### config.mk
export PLATFORM = sky130hd
export DESIGN_NAME = parallel_io_and_interval_timer
export DESIGN_NICKNAME = d
export VERILOG_FILES = /design/src/design/pio_timer_pkg.sv /design/src/design/parallel_io_and_interval_timer.sv
export SDC_FILE = /design/constraint.sdc
export NUM_CORES = 1
export LEC_CHECK = 0
export ABC_CLOCK_PERIOD_IN_PS = 13000
export BUFFER_PORTS_ARGS = -buffer_cell sky130_fd_sc_hd__clkbuf_2
export CORE_MARGIN = 2
export CORE_UTILIZATION = 50
export DETAILED_ROUTE_END_ITERATION = 10
export GPL_ROUTABILITY_DRIVEN = 0
export PLACE_DENSITY = 0.8
export SYNTH_ARGS = -nofsm -noshare
export SYNTH_HDL_FRONTEND = slang
export SYNTH_SLANG_ARGS = --single-unit
### constraint.sdc
create_clock -name core_clk_in -period 13 [get_ports core_clk_in]
set_input_delay 1.3 -clock core_clk_in [delete_from_list [all_inputs] [get_ports core_clk_in]]
set_output_delay 1.3 -clock core_clk_in [all_outputs]
set_load 0.005 [all_outputs]
### src/design/pio_timer_pkg.sv
// Constants, register map and encodings of the parallel port and timer block
package pio_timer_pkg;

	// ==========================================
	// Bus and register map
	localparam int          ADDR_W       = 8;
	localparam int          DATA_W       = 32;
	localparam int          IDX_LSB      = 2;
	localparam int          IDX_MSB      = 4;
	localparam logic [2:0]  IDX_CMD      = 3'h0;
	localparam logic [2:0]  IDX_PORT1    = 3'h1;
	localparam logic [2:0]  IDX_PORT2    = 3'h2;
	localparam logic [2:0]  IDX_PORT34   = 3'h3;
	localparam logic [2:0]  IDX_TLO      = 3'h4;
	localparam logic [2:0]  IDX_THI      = 3'h5;

	// ==========================================
	// Configuration bits of the command register
	localparam int          CFG_W        = 6;
	localparam int          CFG_P1_OUT   = 0;
	localparam int          CFG_P2_OUT   = 1;
	localparam int          CFG_P1_STB   = 2;
	localparam int          CFG_P2_STB   = 3;
	localparam int          CFG_P3_OUT   = 4;
	localparam int          CFG_P4_OUT   = 5;
	localparam int          CMD_TMR_LSB  = 6;

	typedef enum logic [1:0] {
		TC_NOP        = 2'b00,
		TC_STOP       = 2'b01,
		TC_STOP_AT_TC = 2'b10,
		TC_START      = 2'b11
	} timer_cmd_e;

	// ==========================================
	// Status bits
	localparam int          ST_P1_BF     = 0;
	localparam int          ST_P2_BF     = 1;
	localparam int          ST_TC        = 2;
	localparam int          ST_RUN       = 3;

	// ==========================================
	// Ports and handshake lines
	localparam int          BIG_W        = 8;
	localparam int          SMALL_W      = 3;
	localparam int          P4_LSB       = 3;
	localparam int          HS_BF        = 0;
	localparam int          HS_STB       = 1;
	localparam logic [2:0]  HS_OE        = 3'h1;

	// ==========================================
	// Timer
	localparam int          CNT_W        = 14;
	localparam int          THI_MODE_LSB = 6;
	localparam logic [13:0] CNT_TC       = 14'h0001;
	localparam logic [13:0] LEN_RST      = 14'h0002;

	typedef enum logic [1:0] {
		TM_PULSE  = 2'b00,
		TM_SQUARE = 2'b01,
		TM_RATE   = 2'b10,
		TM_STROBE = 2'b11
	} timer_mode_e;

endpackage

### src/design/parallel_io_and_interval_timer.sv
// Parallel I/O ports and 14-bit interval timer with an APB register slave
// Functional notes
// - 22 lines, each port's direction chosen by software configuration
// - Ports 1,2 plain/strobed in/out; ports 3,4 plain in or latched out
// - Port 1 strobed modes turn port 3 into its handshake lines
// - Port 2 strobed modes turn port 4 into its handshake lines
// - 14-bit down timer, software picks one of four waveform functions
// - Current count readable any time without disturbing the count
// - Single pulse: output low only during second half of count
// - Square wave: high first half, low rest, length reloads at terminal
// - Rate generator: low pulse and new timeout at every terminal count
// - Strobe: exactly one low pulse at terminal count, no repeat
// - Timer counts cycles of a 122.88 kHz reference clock input
`timescale 1ns/100ps

module parallel_io_and_interval_timer (
	// Clock and reset
	input  wire logic        core_clk_in,
	input  wire logic        reset_in,
	// APB slave
	input  wire logic        psel_in,
	input  wire logic        penable_in,
	input  wire logic        pwrite_in,
	input  wire logic [7:0]  paddr_in,
	input  wire logic [31:0] pwdata_in,
	output logic      [31:0] prdata_out,
	output logic             pready_out,
	output logic             pslverr_out,
	// Parallel ports
	input  wire logic [7:0]  port1_in,
	output logic      [7:0]  port1_out,
	output logic      [7:0]  port1_oe_out,
	input  wire logic [7:0]  port2_in,
	output logic      [7:0]  port2_out,
	output logic      [7:0]  port2_oe_out,
	input  wire logic [2:0]  port3_in,
	output logic      [2:0]  port3_out,
	output logic      [2:0]  port3_oe_out,
	input  wire logic [2:0]  port4_in,
	output logic      [2:0]  port4_out,
	output logic      [2:0]  port4_oe_out,
	// Timer
	input  wire logic        timer_ref_in,
	output logic             timer_out
);

	// ==========================================
	// Input synchronisers
	logic [15:0] big_s1_r;
	logic [15:0] big_s2_r;
	logic [5:0]  small_s1_r;
	logic [5:0]  small_s2_r;
	logic        ref_s1_r;
	logic        ref_s2_r;
	logic        ref_s3_r;
	logic        tick;

	always_ff @(posedge core_clk_in or posedge reset_in) begin
		if (reset_in) begin
			big_s1_r   <= '0;
			big_s2_r   <= '0;
			small_s1_r <= '0;
			small_s2_r <= '0;
			ref_s1_r   <= 1'b0;
			ref_s2_r   <= 1'b0;
			ref_s3_r   <= 1'b0;
		end else begin
			big_s1_r   <= {port2_in, port1_in};
			big_s2_r   <= big_s1_r;
			small_s1_r <= {port4_in, port3_in};
			small_s2_r <= small_s1_r;
			ref_s1_r   <= timer_ref_in;
			ref_s2_r   <= ref_s1_r;
			ref_s3_r   <= ref_s2_r;
		end
	end

	assign tick = ref_s2_r & ~ref_s3_r;

	// ==========================================
	// APB decode
	logic [2:0]  idx;
	logic        addr_ok;
	logic        setup;
	logic        acc_wr;
	logic        acc_rd;
	logic        pready_r;
	logic        pslverr_r;
	logic [31:0] prdata_r;
	logic [31:0] rd_mux;

	assign idx     = paddr_in[pio_timer_pkg::IDX_MSB:pio_timer_pkg::IDX_LSB];
	assign addr_ok = (paddr_in[1:0] == 2'h0) && (paddr_in[7:5] == 3'h0)
		&& (idx <= pio_timer_pkg::IDX_THI);
	assign setup   = psel_in & ~penable_in;
	assign acc_wr  = psel_in & penable_in & pready_r & pwrite_in & addr_ok;
	assign acc_rd  = psel_in & penable_in & pready_r & ~pwrite_in & addr_ok;

	always_ff @(posedge core_clk_in or posedge reset_in) begin
		if (reset_in) begin
			pready_r  <= 1'b0;
			pslverr_r <= 1'b0;
			prdata_r  <= '0;
		end else begin
			pready_r  <= setup;
			pslverr_r <= setup & ~addr_ok;
			prdata_r  <= (setup & ~pwrite_in & addr_ok) ? rd_mux : '0;
		end
	end

	assign pready_out  = pready_r;
	assign pslverr_out = pslverr_r;
	assign prdata_out  = prdata_r;

	// ==========================================
	// Configuration and small port latches
	logic [5:0] cfg_r;
	logic [5:0] small_latch_r;
	logic       wr_cmd;

	assign wr_cmd = acc_wr && (idx == pio_timer_pkg::IDX_CMD);

	always_ff @(posedge core_clk_in or posedge reset_in) begin
		if (reset_in) begin
			cfg_r         <= '0;
			small_latch_r <= '0;
		end else begin
			if (wr_cmd)
				cfg_r <= pwdata_in[pio_timer_pkg::CFG_W-1:0];
			if (acc_wr && (idx == pio_timer_pkg::IDX_PORT34))
				small_latch_r <= pwdata_in[5:0];
		end
	end

	// ==========================================
	// Large ports with strobed handshake
	wire [1:0]  bf_w;
	wire [15:0] big_q_w;
	wire [15:0] big_rd_w;

	genvar g;
	generate
		for (g = 0; g < 2; g++) begin : g_big
			logic [7:0] out_latch_r;
			logic [7:0] in_latch_r;
			logic       bf_r;
			logic       stb_d_r;
			logic       dir_out;
			logic       strobed;
			logic       rise;
			logic       wr_hit;
			logic       rd_hit;
			logic       bf_set;
			logic       bf_clr;

			assign dir_out = cfg_r[pio_timer_pkg::CFG_P1_OUT + g];
			assign strobed = cfg_r[pio_timer_pkg::CFG_P1_STB + g];
			assign rise    = small_s2_r[3*g + pio_timer_pkg::HS_STB] & ~stb_d_r;
			assign wr_hit  = acc_wr && (idx == pio_timer_pkg::IDX_PORT1 + 3'(g));
			assign rd_hit  = acc_rd && (idx == pio_timer_pkg::IDX_PORT1 + 3'(g));
			assign bf_set  = strobed & (dir_out ? wr_hit : rise);
			assign bf_clr  = strobed & (dir_out ? rise : rd_hit);

			always_ff @(posedge core_clk_in or posedge reset_in) begin
				if (reset_in) begin
					out_latch_r <= '0;
					in_latch_r  <= '0;
					bf_r        <= 1'b0;
					stb_d_r     <= 1'b1;
				end else begin
					stb_d_r <= small_s2_r[3*g + pio_timer_pkg::HS_STB];
					if (wr_hit)
						out_latch_r <= pwdata_in[7:0];
					if (strobed && !dir_out && rise)
						in_latch_r <= big_s2_r[8*g +: 8];
					bf_r <= bf_set | (bf_r & ~bf_clr);
				end
			end

			assign bf_w[g]         = bf_r;
			assign big_q_w[8*g +: 8]  = out_latch_r;
			assign big_rd_w[8*g +: 8] = dir_out ? out_latch_r
				: (strobed ? in_latch_r : big_s2_r[8*g +: 8]);
		end
	endgenerate

	// ==========================================
	// Pin drivers
	logic [2:0] p3_out_nxt;
	logic [2:0] p3_oe_nxt;
	logic [2:0] p4_out_nxt;
	logic [2:0] p4_oe_nxt;

	always_comb begin
		p3_out_nxt = small_latch_r[2:0];
		p3_oe_nxt  = {3{cfg_r[pio_timer_pkg::CFG_P3_OUT]}};
		p4_out_nxt = small_latch_r[5:3];
		p4_oe_nxt  = {3{cfg_r[pio_timer_pkg::CFG_P4_OUT]}};
		if (cfg_r[pio_timer_pkg::CFG_P1_STB]) begin
			p3_out_nxt = {3{bf_w[0]}} & pio_timer_pkg::HS_OE;
			p3_oe_nxt  = pio_timer_pkg::HS_OE;
		end
		if (cfg_r[pio_timer_pkg::CFG_P2_STB]) begin
			p4_out_nxt = {3{bf_w[1]}} & pio_timer_pkg::HS_OE;
			p4_oe_nxt  = pio_timer_pkg::HS_OE;
		end
	end

	always_ff @(posedge core_clk_in or posedge reset_in) begin
		if (reset_in) begin
			port1_out    <= '0;
			port1_oe_out <= '0;
			port2_out    <= '0;
			port2_oe_out <= '0;
			port3_out    <= '0;
			port3_oe_out <= '0;
			port4_out    <= '0;
			port4_oe_out <= '0;
		end else begin
			port1_out    <= big_q_w[7:0];
			port1_oe_out <= {8{cfg_r[pio_timer_pkg::CFG_P1_OUT]}};
			port2_out    <= big_q_w[15:8];
			port2_oe_out <= {8{cfg_r[pio_timer_pkg::CFG_P2_OUT]}};
			port3_out    <= p3_out_nxt;
			port3_oe_out <= p3_oe_nxt;
			port4_out    <= p4_out_nxt;
			port4_oe_out <= p4_oe_nxt;
		end
	end

	// ==========================================
	// Interval timer
	logic [13:0] cnt_r;
	logic [13:0] len_r;
	logic [13:0] half;
	logic [1:0]  mode_r;
	logic        running_r;
	logic        stop_tc_r;
	logic        tc_flag_r;
	logic        tmr_out_r;
	logic        tc_ev;
	logic        one_shot;
	logic [1:0]  tcmd;

	assign half     = len_r >> 1;
	assign tcmd     = pwdata_in[pio_timer_pkg::CMD_TMR_LSB +: 2];
	assign tc_ev    = running_r & tick & (cnt_r <= pio_timer_pkg::CNT_TC);
	assign one_shot = (mode_r == pio_timer_pkg::TM_PULSE)
		|| (mode_r == pio_timer_pkg::TM_STROBE) || stop_tc_r;

	always_ff @(posedge core_clk_in or posedge reset_in) begin
		if (reset_in) begin
			len_r  <= pio_timer_pkg::LEN_RST;
			mode_r <= pio_timer_pkg::TM_PULSE;
		end else begin
			if (acc_wr && (idx == pio_timer_pkg::IDX_TLO))
				len_r[7:0] <= pwdata_in[7:0];
			if (acc_wr && (idx == pio_timer_pkg::IDX_THI)) begin
				len_r[13:8] <= pwdata_in[5:0];
				mode_r      <= pwdata_in[pio_timer_pkg::THI_MODE_LSB +: 2];
			end
		end
	end

	always_ff @(posedge core_clk_in or posedge reset_in) begin
		if (reset_in) begin
			cnt_r     <= '0;
			running_r <= 1'b0;
			stop_tc_r <= 1'b0;
		end else if (wr_cmd && ((tcmd == pio_timer_pkg::TC_START)
			|| (tcmd == pio_timer_pkg::TC_STOP))) begin
			case (tcmd)
				pio_timer_pkg::TC_START: begin
					running_r <= 1'b1;
					cnt_r     <= len_r;
					stop_tc_r <= 1'b0;
				end
				default: begin
					running_r <= 1'b0;
				end
			endcase
		end else begin
			// Other command writes must not swallow a count step
			if (wr_cmd && (tcmd == pio_timer_pkg::TC_STOP_AT_TC))
				stop_tc_r <= running_r;
			if (tc_ev) begin
				cnt_r <= len_r;
				if (one_shot) begin
					running_r <= 1'b0;
					stop_tc_r <= 1'b0;
				end
			end else if (running_r && tick) begin
				cnt_r <= cnt_r - 14'h0001;
			end
		end
	end

	always_ff @(posedge core_clk_in or posedge reset_in) begin
		if (reset_in) begin
			tc_flag_r <= 1'b0;
			tmr_out_r <= 1'b1;
		end else begin
			tc_flag_r <= tc_ev | (tc_flag_r
				& ~(acc_rd && (idx == pio_timer_pkg::IDX_CMD)));
			if (!running_r)
				tmr_out_r <= 1'b1;
			else if ((mode_r == pio_timer_pkg::TM_PULSE)
				|| (mode_r == pio_timer_pkg::TM_SQUARE))
				tmr_out_r <= (cnt_r > half);
			else
				tmr_out_r <= (cnt_r > pio_timer_pkg::CNT_TC);
		end
	end

	assign timer_out = tmr_out_r;

	// ==========================================
	// Read mux
	always_comb begin
		rd_mux = '0;
		case (idx)
			pio_timer_pkg::IDX_CMD: begin
				rd_mux[pio_timer_pkg::ST_P1_BF] = bf_w[0];
				rd_mux[pio_timer_pkg::ST_P2_BF] = bf_w[1];
				rd_mux[pio_timer_pkg::ST_TC]    = tc_flag_r;
				rd_mux[pio_timer_pkg::ST_RUN]   = running_r;
			end
			pio_timer_pkg::IDX_PORT1:  rd_mux[7:0] = big_rd_w[7:0];
			pio_timer_pkg::IDX_PORT2:  rd_mux[7:0] = big_rd_w[15:8];
			pio_timer_pkg::IDX_PORT34: begin
				rd_mux[2:0] = cfg_r[pio_timer_pkg::CFG_P3_OUT]
					? small_latch_r[2:0] : small_s2_r[2:0];
				rd_mux[5:3] = cfg_r[pio_timer_pkg::CFG_P4_OUT]
					? small_latch_r[5:3] : small_s2_r[5:3];
			end
			pio_timer_pkg::IDX_TLO: rd_mux[7:0] = cnt_r[7:0];
			pio_timer_pkg::IDX_THI: rd_mux[7:0] = {mode_r, cnt_r[13:8]};
			default: rd_mux = '0;
		endcase
	end
endmodule

==> results of run 1 <==
==> cells by family (layout without fill, tap and decap cells) <==
family,after synthesis,in the layout,share of synthesized area
flip-flops,167,167,0.5639
AND/OR/NAND/NOR,164,164,0.1270
AO/OA/AOI/OAI,107,107,0.09427
buffers and inverters,83,157,0.06492
multiplexers,82,82,0.1207
adder cells (fa/ha/maj),17,17,0.02867
other,1,24,0.0005054
==> area by class of cell <==
class	instances	area, um2
Clock buffer	22	474.2
Clock inverter	10	166.4
Fill cell	1122	6031
Inverter	24	95.09
Multi-Input combinational cell	394	2840
Sequential cell	167	4184
Tap cell	184	230.2
Timing Repair Buffer	101	513.0
==> state kept, by name, summed over array words and instances, names as in the netlist, 3 cells and up <==
signal	cells
g_big.out_latch_r	16
small_s2_r	6
small_latch_r	6
port4_out	3
big_s2_r	16
port3_out	3
cfg_r	6
g_big.in_latch_r	16
port1_out	8
port2_out	8
small_s1_r	6
cnt_r	14
big_s1_r	16
len_r	14
prdata_out	8
==> cells in the mapped netlist, types with 7 or more instances <==
cell	instances
o21ai_0	38
mux2i_1	22
nand4_1	7
nor2_1	29
a31oi_1	8
nor2b_1	9
mux2_2	60
nor3_1	14
ha_1	17
clkbuf_1	8
inv_1	23
dfrtp_1	163
buf_4	40
nand2_1	45
a21oi_1	15
nand3_1	12
==> power by group <==
group	internal (W)	switching [W]	total (W)
Clock	0.000338	0.000200	0.000538
Sequential	0.000543	0.0000355	0.000578
Combinational	0.0000605	0.0000957	0.000156
==> path summary, 6_finish.rpt <==
check / slack (ns) / start / endpoint
setup / recovery: 9.82 / paddr_in[4] / cnt_r[8]$_DFFE_PP0P_
hold / removal: 0.35 / small_s1_r[0]$_DFF_PP0_ / small_s2_r[0]$_DFF_PP0_
setup reg to reg: 10.45 / cnt_r[0]$_DFFE_PP0P_ / cnt_r[9]$_DFFE_PP0P_
hold reg to reg: 0.35 / small_s1_r[0]$_DFF_PP0_ / small_s2_r[0]$_DFF_PP0_
max in group asynchronous: 10.63 / reset_in / small_s1_r[1]$_DFF_PP0_
min in group asynchronous: 1.07 / reset_in / ref_s1_r$_DFF_PP0_
==> routing by layer <==
metal  track usage  share of wire
met5             0              0
met4       0.08597          0.033
met3       0.05692          0.089
met2        0.3634           0.49
met1        0.3032           0.39
==> worst reg2reg max path, stage by stage, from the launching register on <==
cell	delay [ns]
dfrtp_1	0.58
inv_1	0.13
ha_1	0.30
o21bai_1	0.42
nor2_4	0.10
a31oi_1	0.43
nand2_1	0.09
a21oi_1	0.27
a311oi_2	0.08
==> through the flow <==
| stage | hold slack, ns | instances | instance area, um2 | setup slack, ns |
|---|---|---|---|---|
| 6_report | 0.3487 | 902 | 8503 | 9.819 |
| 5_1_grt | 0.3557 | 902 | 8503 | 9.755 |
| 4_1_cts | 0.3488 | 902 | 8503 | 9.900 |
| 3_5_place_dp | 0.3355 | 870 | 7863 | 9.500 |
| 3_3_place_gp | 0.3328 | 870 | 7863 | 9.491 |
| 2_1_floorplan | 0.3312 | 644 | 7506 | 7.188 |
==> reports/qor.csv, run 1 <==
stage,metric,value,unit
outcome,status,finished clean,
clocking,Num CTS Buffers,17,
yosys,synthesized area,7420,um2
setup_path,critical path's top delay family,simple AND/OR/NAND/NOR gates,
routing,Vias/cell,5.793,
clocking,CTS tree,done,
timing,final setup fails,0,
timing,TNS Setup,0,ns
global_route,global-route wire length before repair,28040,um
timing,"Slew Viols, Final",0,
global_route,Tot GR Track Use,0.2274,
clocking,"Clk pin slew, worst setup/hold paths",0.06,ns
min_path,Worst Hold Class,reg -> reg,
yosys,"FF+latch count, synth",167,
routing,Routed Antenna Nets,0,
die,Initial Util,0.5105,
yosys,Synth Instances,621,
setup_path,WS Path Type,in -> reg,
place,IO buf count,98,
pwr,Pwr Total,0.001272,W
yosys,Yosys top cell area share,0.5497,
clocking,Post-CTS Setup Bufs,0,
yosys,Post-synth EDFFs,0,
layout,Antenna diodes,0,
yosys,Synth Area per Inst,11.95,um2
die,core area,14530,um2
setup_path,Reg2Reg Depth,8,
routing,via count,5225,
routing,DR WL/cell,19.15,um
clocking,hold buffer count at CTS,0,
timing,unrepaired setup endpoints after global routing,false,
setup_path,crit path buf inv count,1,
timing,worst slew pin tran,1.023,ns
yosys,async set-or-reset flop fraction in the synthesized netlist,1.000,
routing,drt pass-1 iters,8,
layout,"commonest cells after routing, fill and taps aside","dfrtp_1 (163), clkbuf_2 (98), mux2_2 (60)",
layout,Layout area overhead,14.60,%
clocking,# resized after CTS,0,
setup_path,"slowest stage delay, CP",0.60,ns
timing,"Hold Vio Cnt, Final",0,
setup_path,startpoint type of the worst setup path,primary input,
global_route,initial antenna violation count,0,
yosys,Netlist cell types,69,
die,die span in y,125.8,um
yosys,top cell type by total area after synthesis,dfrtp_1,
die,Top Ports,147,
clocking,latest clock arrival within the worst-skew pair,0.42,ns
pwr,worst vdd ir,0.08692,mV
layout,Layout Utilization,0.5851,
timing,Final period util,0.2447,
yosys,Synth Flop Type,dfrtp_1,
flow_run,Max Cap Viol,0,
pwr,cell area power density,149.6,nW/um2
pwr,leakage,4.045,nW
setup_path,Crit path arrival time,3.51,ns
die,die width,125.8,um
timing,Worst slew margin,0.3161,
min_path,Hold Path Depth,0,
die,Die Area,15830,um2
layout,layout cells sized above 1,0.3162,
yosys,sequential area share after synthesis,0.5639,
place,HPWL Detailed,11980,um
setup_path,Slowest cell on crit path,or4b_4,
global_route,total gr overflow,0,
timing,fmax,0.3144,GHz
layout,"leading cell type in the layout, fill and taps excluded",dfrtp_1,
setup_path,CP max FO,12,
timing,Post-Route Skew,0.008232,ns
clocking,H-Tree Depth,4,
layout,Total Nets Final,790,
yosys,"top cells by area, synth","dfrtp_1 (55%), mux2_2 (9.1%), buf_4 (4.0%)",
clocking,CTS root buf,clkbuf_16,
routing,Initial DRC Count,604,
routing,# DRC,0,
setup_path,"Req. time, crit path",13.33,ns
global_route,vias in the first global route,5200,
clocking,clk sink count,167,
clocking,Max Buffers Root-to-Sink,2,
global_route,largest net degree at the start of global routing,112,
setup_path,CP Depth,7,
routing,final wirelength,17270,um
yosys,Syn. warnings,0,
die,Row Count,44,
setup_path,CP Cell Sequence,clkbuf_2 > or4b_4 > nor4_4 > nor2_2 > a21oi_2 > a22oi_1 > o21ai_0,
setup_path,crit path capture type,flip-flop,
timing,fin crit period,3.181,ns
Power figures use the tool's default switching activity.
==> run 2, diff against run 1 <==
--- a/config.mk
+++ b/config.mk
@@ -5,13 +5,13 @@
 export SDC_FILE = /design/constraint.sdc
 export NUM_CORES = 1
 export LEC_CHECK = 0
-export ABC_CLOCK_PERIOD_IN_PS = 13000
+export ABC_CLOCK_PERIOD_IN_PS = 2850
 export BUFFER_PORTS_ARGS = -buffer_cell sky130_fd_sc_hd__clkbuf_2
 export CORE_MARGIN = 2
 export CORE_UTILIZATION = 50
 export DETAILED_ROUTE_END_ITERATION = 10
 export GPL_ROUTABILITY_DRIVEN = 0
-export PLACE_DENSITY = 0.8
+export PLACE_DENSITY = 0.83
 export SYNTH_ARGS = -nofsm -noshare
 export SYNTH_HDL_FRONTEND = slang
 export SYNTH_SLANG_ARGS = --single-unit
==> constraint.sdc (replaced) <==
create_clock -name core_clk_in -period 2.85 [get_ports core_clk_in]
set_input_delay 0.285 -clock core_clk_in [delete_from_list [all_inputs] [get_ports core_clk_in]]
set_output_delay 0.285 -clock core_clk_in [all_outputs]
set_load 0.005 [all_outputs]
==> run 2 against run 1 <==
Clock skew is essentially flat. Setup slack lost 9.5 ns. Global-route usage grew 1.0 points. Via count grew 3.1%. Sequential share of layout area shrank 1.0 points. Final cell count grew 3.4%. Wire length grew 3.8%. Worst hold slack lost 0.29 ns. Design area grew 2.1%. Sequential cell count is the same. Combinational power grew to 5.0 times the previous value. Critical path type is now reg -> reg. Critical endpoint is now cnt_r[9]$_DFFE_PP0P_. Highest routed layer unchanged.
==> reports/qor.csv, run 2 (synthesis results as in run 1) <==
stage,metric,value,unit,change
routing,drt pass-1 iters,5,,-3
setup_path,Reg2Reg Depth,8,,unchanged
flow_run,Max Cap Viol,0,,unchanged
clocking,H-Tree Depth,4,,unchanged
routing,met3 wire length,1573,um,+2.2%
layout,area of the multi-input gates,2840,um2,unchanged
timing,Worst Slack Setup Final,0.3569,ns,-9.462 ns
timing,Post-Route Skew,0.008648,ns,+0.0004163 ns
routing,Initial DRC Count,518,,-14%
pwr,clock power share,0.373,,-0.050
clocking,"Clk pin slew, worst setup/hold paths",0.06,ns,about the same
die,core area,14530,um2,unchanged
routing,met2 wire length,8835,um,+5.4%
layout,Register Area,4184,um2,unchanged
place,placed instance count,877,,+0.80%
global_route,vias in the first global route,5493,,+5.6%
global_route,global-route wire length before repair,29120,um,+3.8%
clocking,Max Buffers Root-to-Sink,2,,unchanged
global_route,Tot GR Track Use,0.2374,,+0.009986
min_path,Hold Path Depth,2,,+2
layout,Total Nets Final,821,,+3.9%
timing,"Hold Vio Cnt, Final",0,,unchanged
outcome,status,finished clean,,
clocking,latest clock arrival within the worst-skew pair,0.43,ns,about the same
setup_path,Crit path arrival time,2.77,ns,-0.74 ns
place,IO buf count,98,,unchanged
pwr,Int Pwr,0.003901,W,+310%
layout,final non-filler cell total,933,,+3.4%
global_route,total gr overflow,0,,unchanged
timing,worst slew pin tran,0.8995,ns,-0.1237 ns
layout,Antenna diodes,0,,unchanged
timing,Final period util,0.8748,,
pwr,Sw Pwr,0.001517,W,+360%
pwr,Sw Share,0.2799,,+0.01985
routing,DR WL/cell,19.21,um,+0.32%
timing,"Slew Viols, Final",0,,unchanged
setup_path,crit path capture type,flip-flop,,
routing,Routed Antenna Nets,0,,unchanged
timing,fin crit period,2.493,ns,
layout,Layout area overhead,17.05,%,
pwr,Logic pwr share,0.145,,+0.022
pwr,worst vdd ir,0.4374,mV,+400%
timing,TNS Setup,0,ns,unchanged
layout,layout cells sized above 1,0.3057,,-0.01042
die,Initial Util,0.5105,,unchanged
setup_path,startpoint type of the worst setup path,flip-flop,,
timing,final setup fails,0,,unchanged
setup_path,WS Path Type,reg -> reg,,
layout,"commonest cells after routing, fill and taps aside","dfrtp_1 (163), clkbuf_2 (98), mux2_2 (60)",,
timing,unrepaired setup endpoints after global routing,false,,
routing,final wirelength,17930,um,+3.8%
global_route,initial antenna violation count,0,,unchanged
timing,Worst slew margin,0.3990,,+0.08297
clocking,clk sink count,167,,unchanged
pwr,register share of total power,0.482,,+0.027
routing,via count,5388,,+3.1%
clocking,CTS tree,done,,
global_route,largest net degree at the start of global routing,94,,-16%
die,Top Ports,147,,unchanged
routing,Vias/cell,5.775,,-0.31%
die,Die Area,15830,um2,unchanged
timing,fmax,0.4011,GHz,
layout,Layout fillers,1138,,+1.4%
routing,DRT met1 WL,6951,um,+2.4%
clocking,Post-CTS Setup Bufs,0,,unchanged
place,HPWL Detailed,12090,um,+0.96%
timing,worst hold-check slack,0.05911,ns,-0.2896 ns
setup_path,CP max FO,6,,-6
clocking,CTS root buf,clkbuf_16,,
routing,# DRC,0,,unchanged
die,die span in y,125.8,um,unchanged
setup_path,"Req. time, crit path",3.13,ns,-10.20 ns
min_path,Worst Hold Class,in -> reg,,
die,Row Count,44,,unchanged
pwr,cell area power density,623.9,nW/um2,+320%
die,die width,125.8,um,unchanged
place,pre-CTS setup slack,0.5854,ns,-8.914 ns
layout,"leading cell type in the layout, fill and taps excluded",dfrtp_1,,
clocking,Num CTS Buffers,17,,unchanged
pwr,leakage,4.125,nW,+2.0%
routing,DR top layer,met4,,
==> run 2: changes by cell type in the layout (fill, tap and decap cells not counted) <==
| cell | change |
|---|---|
| clkinv_2 | +3 |
| buf_4 | +5 |
| clkbuf_1 | +5 |
| inv_6 | -1 |
| bufinv_16 | -4 |
| buf_12 | +2 |
| clkbuf_8 | -3 |
| dlygate4sd3_1 | +24 |
==> run 2: path summary, 6_finish.rpt <==
| path | startpoint | end | slack (ns) |
|---|---|---|---|
| worst max-delay path | cnt_r[1]$_DFFE_PP0P_ | cnt_r[9]$_DFFE_PP0P_ | 0.36 |
| worst min-delay path | penable_in | pready_out$_DFF_PP0_ | 0.06 |
| worst max register to register | cnt_r[1]$_DFFE_PP0P_ | cnt_r[9]$_DFFE_PP0P_ | 0.36 |
| worst min register to register | big_s1_r[13]$_DFF_PP0_ | big_s2_r[13]$_DFF_PP0_ | 0.35 |
| max in group asynchronous | reset_in | g_big[1].stb_d_r$_DFF_PP1_ | 1.56 |
| min in group asynchronous | reset_in | port3_oe_out[1]$_DFF_PP0_ | 0.44 |
==> run 2: final cells by class <==
type                    count  area share
inverters                  24     0.01081
flip-flops and latches    167      0.4818
clock inverters             8    0.006195
clock buffers              24     0.05201
well taps                 184     0.02651
multi-input cells         394      0.3270
repair buffers            132     0.09566
==> run 2: power groups by stage <==
stage	registers, W	clock network (W)	logic, W
2_1_floorplan	0.00260	0	0.000549
3_3_place_gp	0.00264	0	0.000707
3_5_place_dp	0.00264	0	0.000739
4_1_cts	0.00260	0.00203	0.000768
5_1_grt	0.00262	0.00215	0.000862
6_report	0.00261	0.00202	0.000785
==> run 2: layer usage <==
layer  up-vias  global-route usage
met5         -                   0
met4         0             0.08985
met3        53             0.07094
met2       303              0.3847
met1      2666              0.3039
li1       2366                   -
==> run 2: metrics by stage <==
stage	area [um2]	util	total power [W]
2_1_floorplan	7510	-	0.003148
3_3_place_gp	7939	0.5462	0.003348
3_5_place_dp	7939	0.5462	0.003381
4_1_cts	8685	0.5975	0.005405
5_1_grt	8685	0.5975	0.005628
6_report	8685	0.5975	0.005418
==> run 2: repair_timing <==
| item | in CTS | in global routing |
|---|---|---|
| resized for setup | 0 | 0 |
| hold buffers | 24 | 0 |
| endpoints found under the hold margin | 39 | 0 |
==> run 2: worst max-delay path: stages (launching register included) <==
cell,delay [ns]
dfrtp_1,0.50
inv_1,0.13
ha_1,0.29
o21bai_1,0.38
nor2_4,0.10
a31oi_1,0.43
nand2_1,0.12
a21oi_1,0.32
a311oi_2,0.08
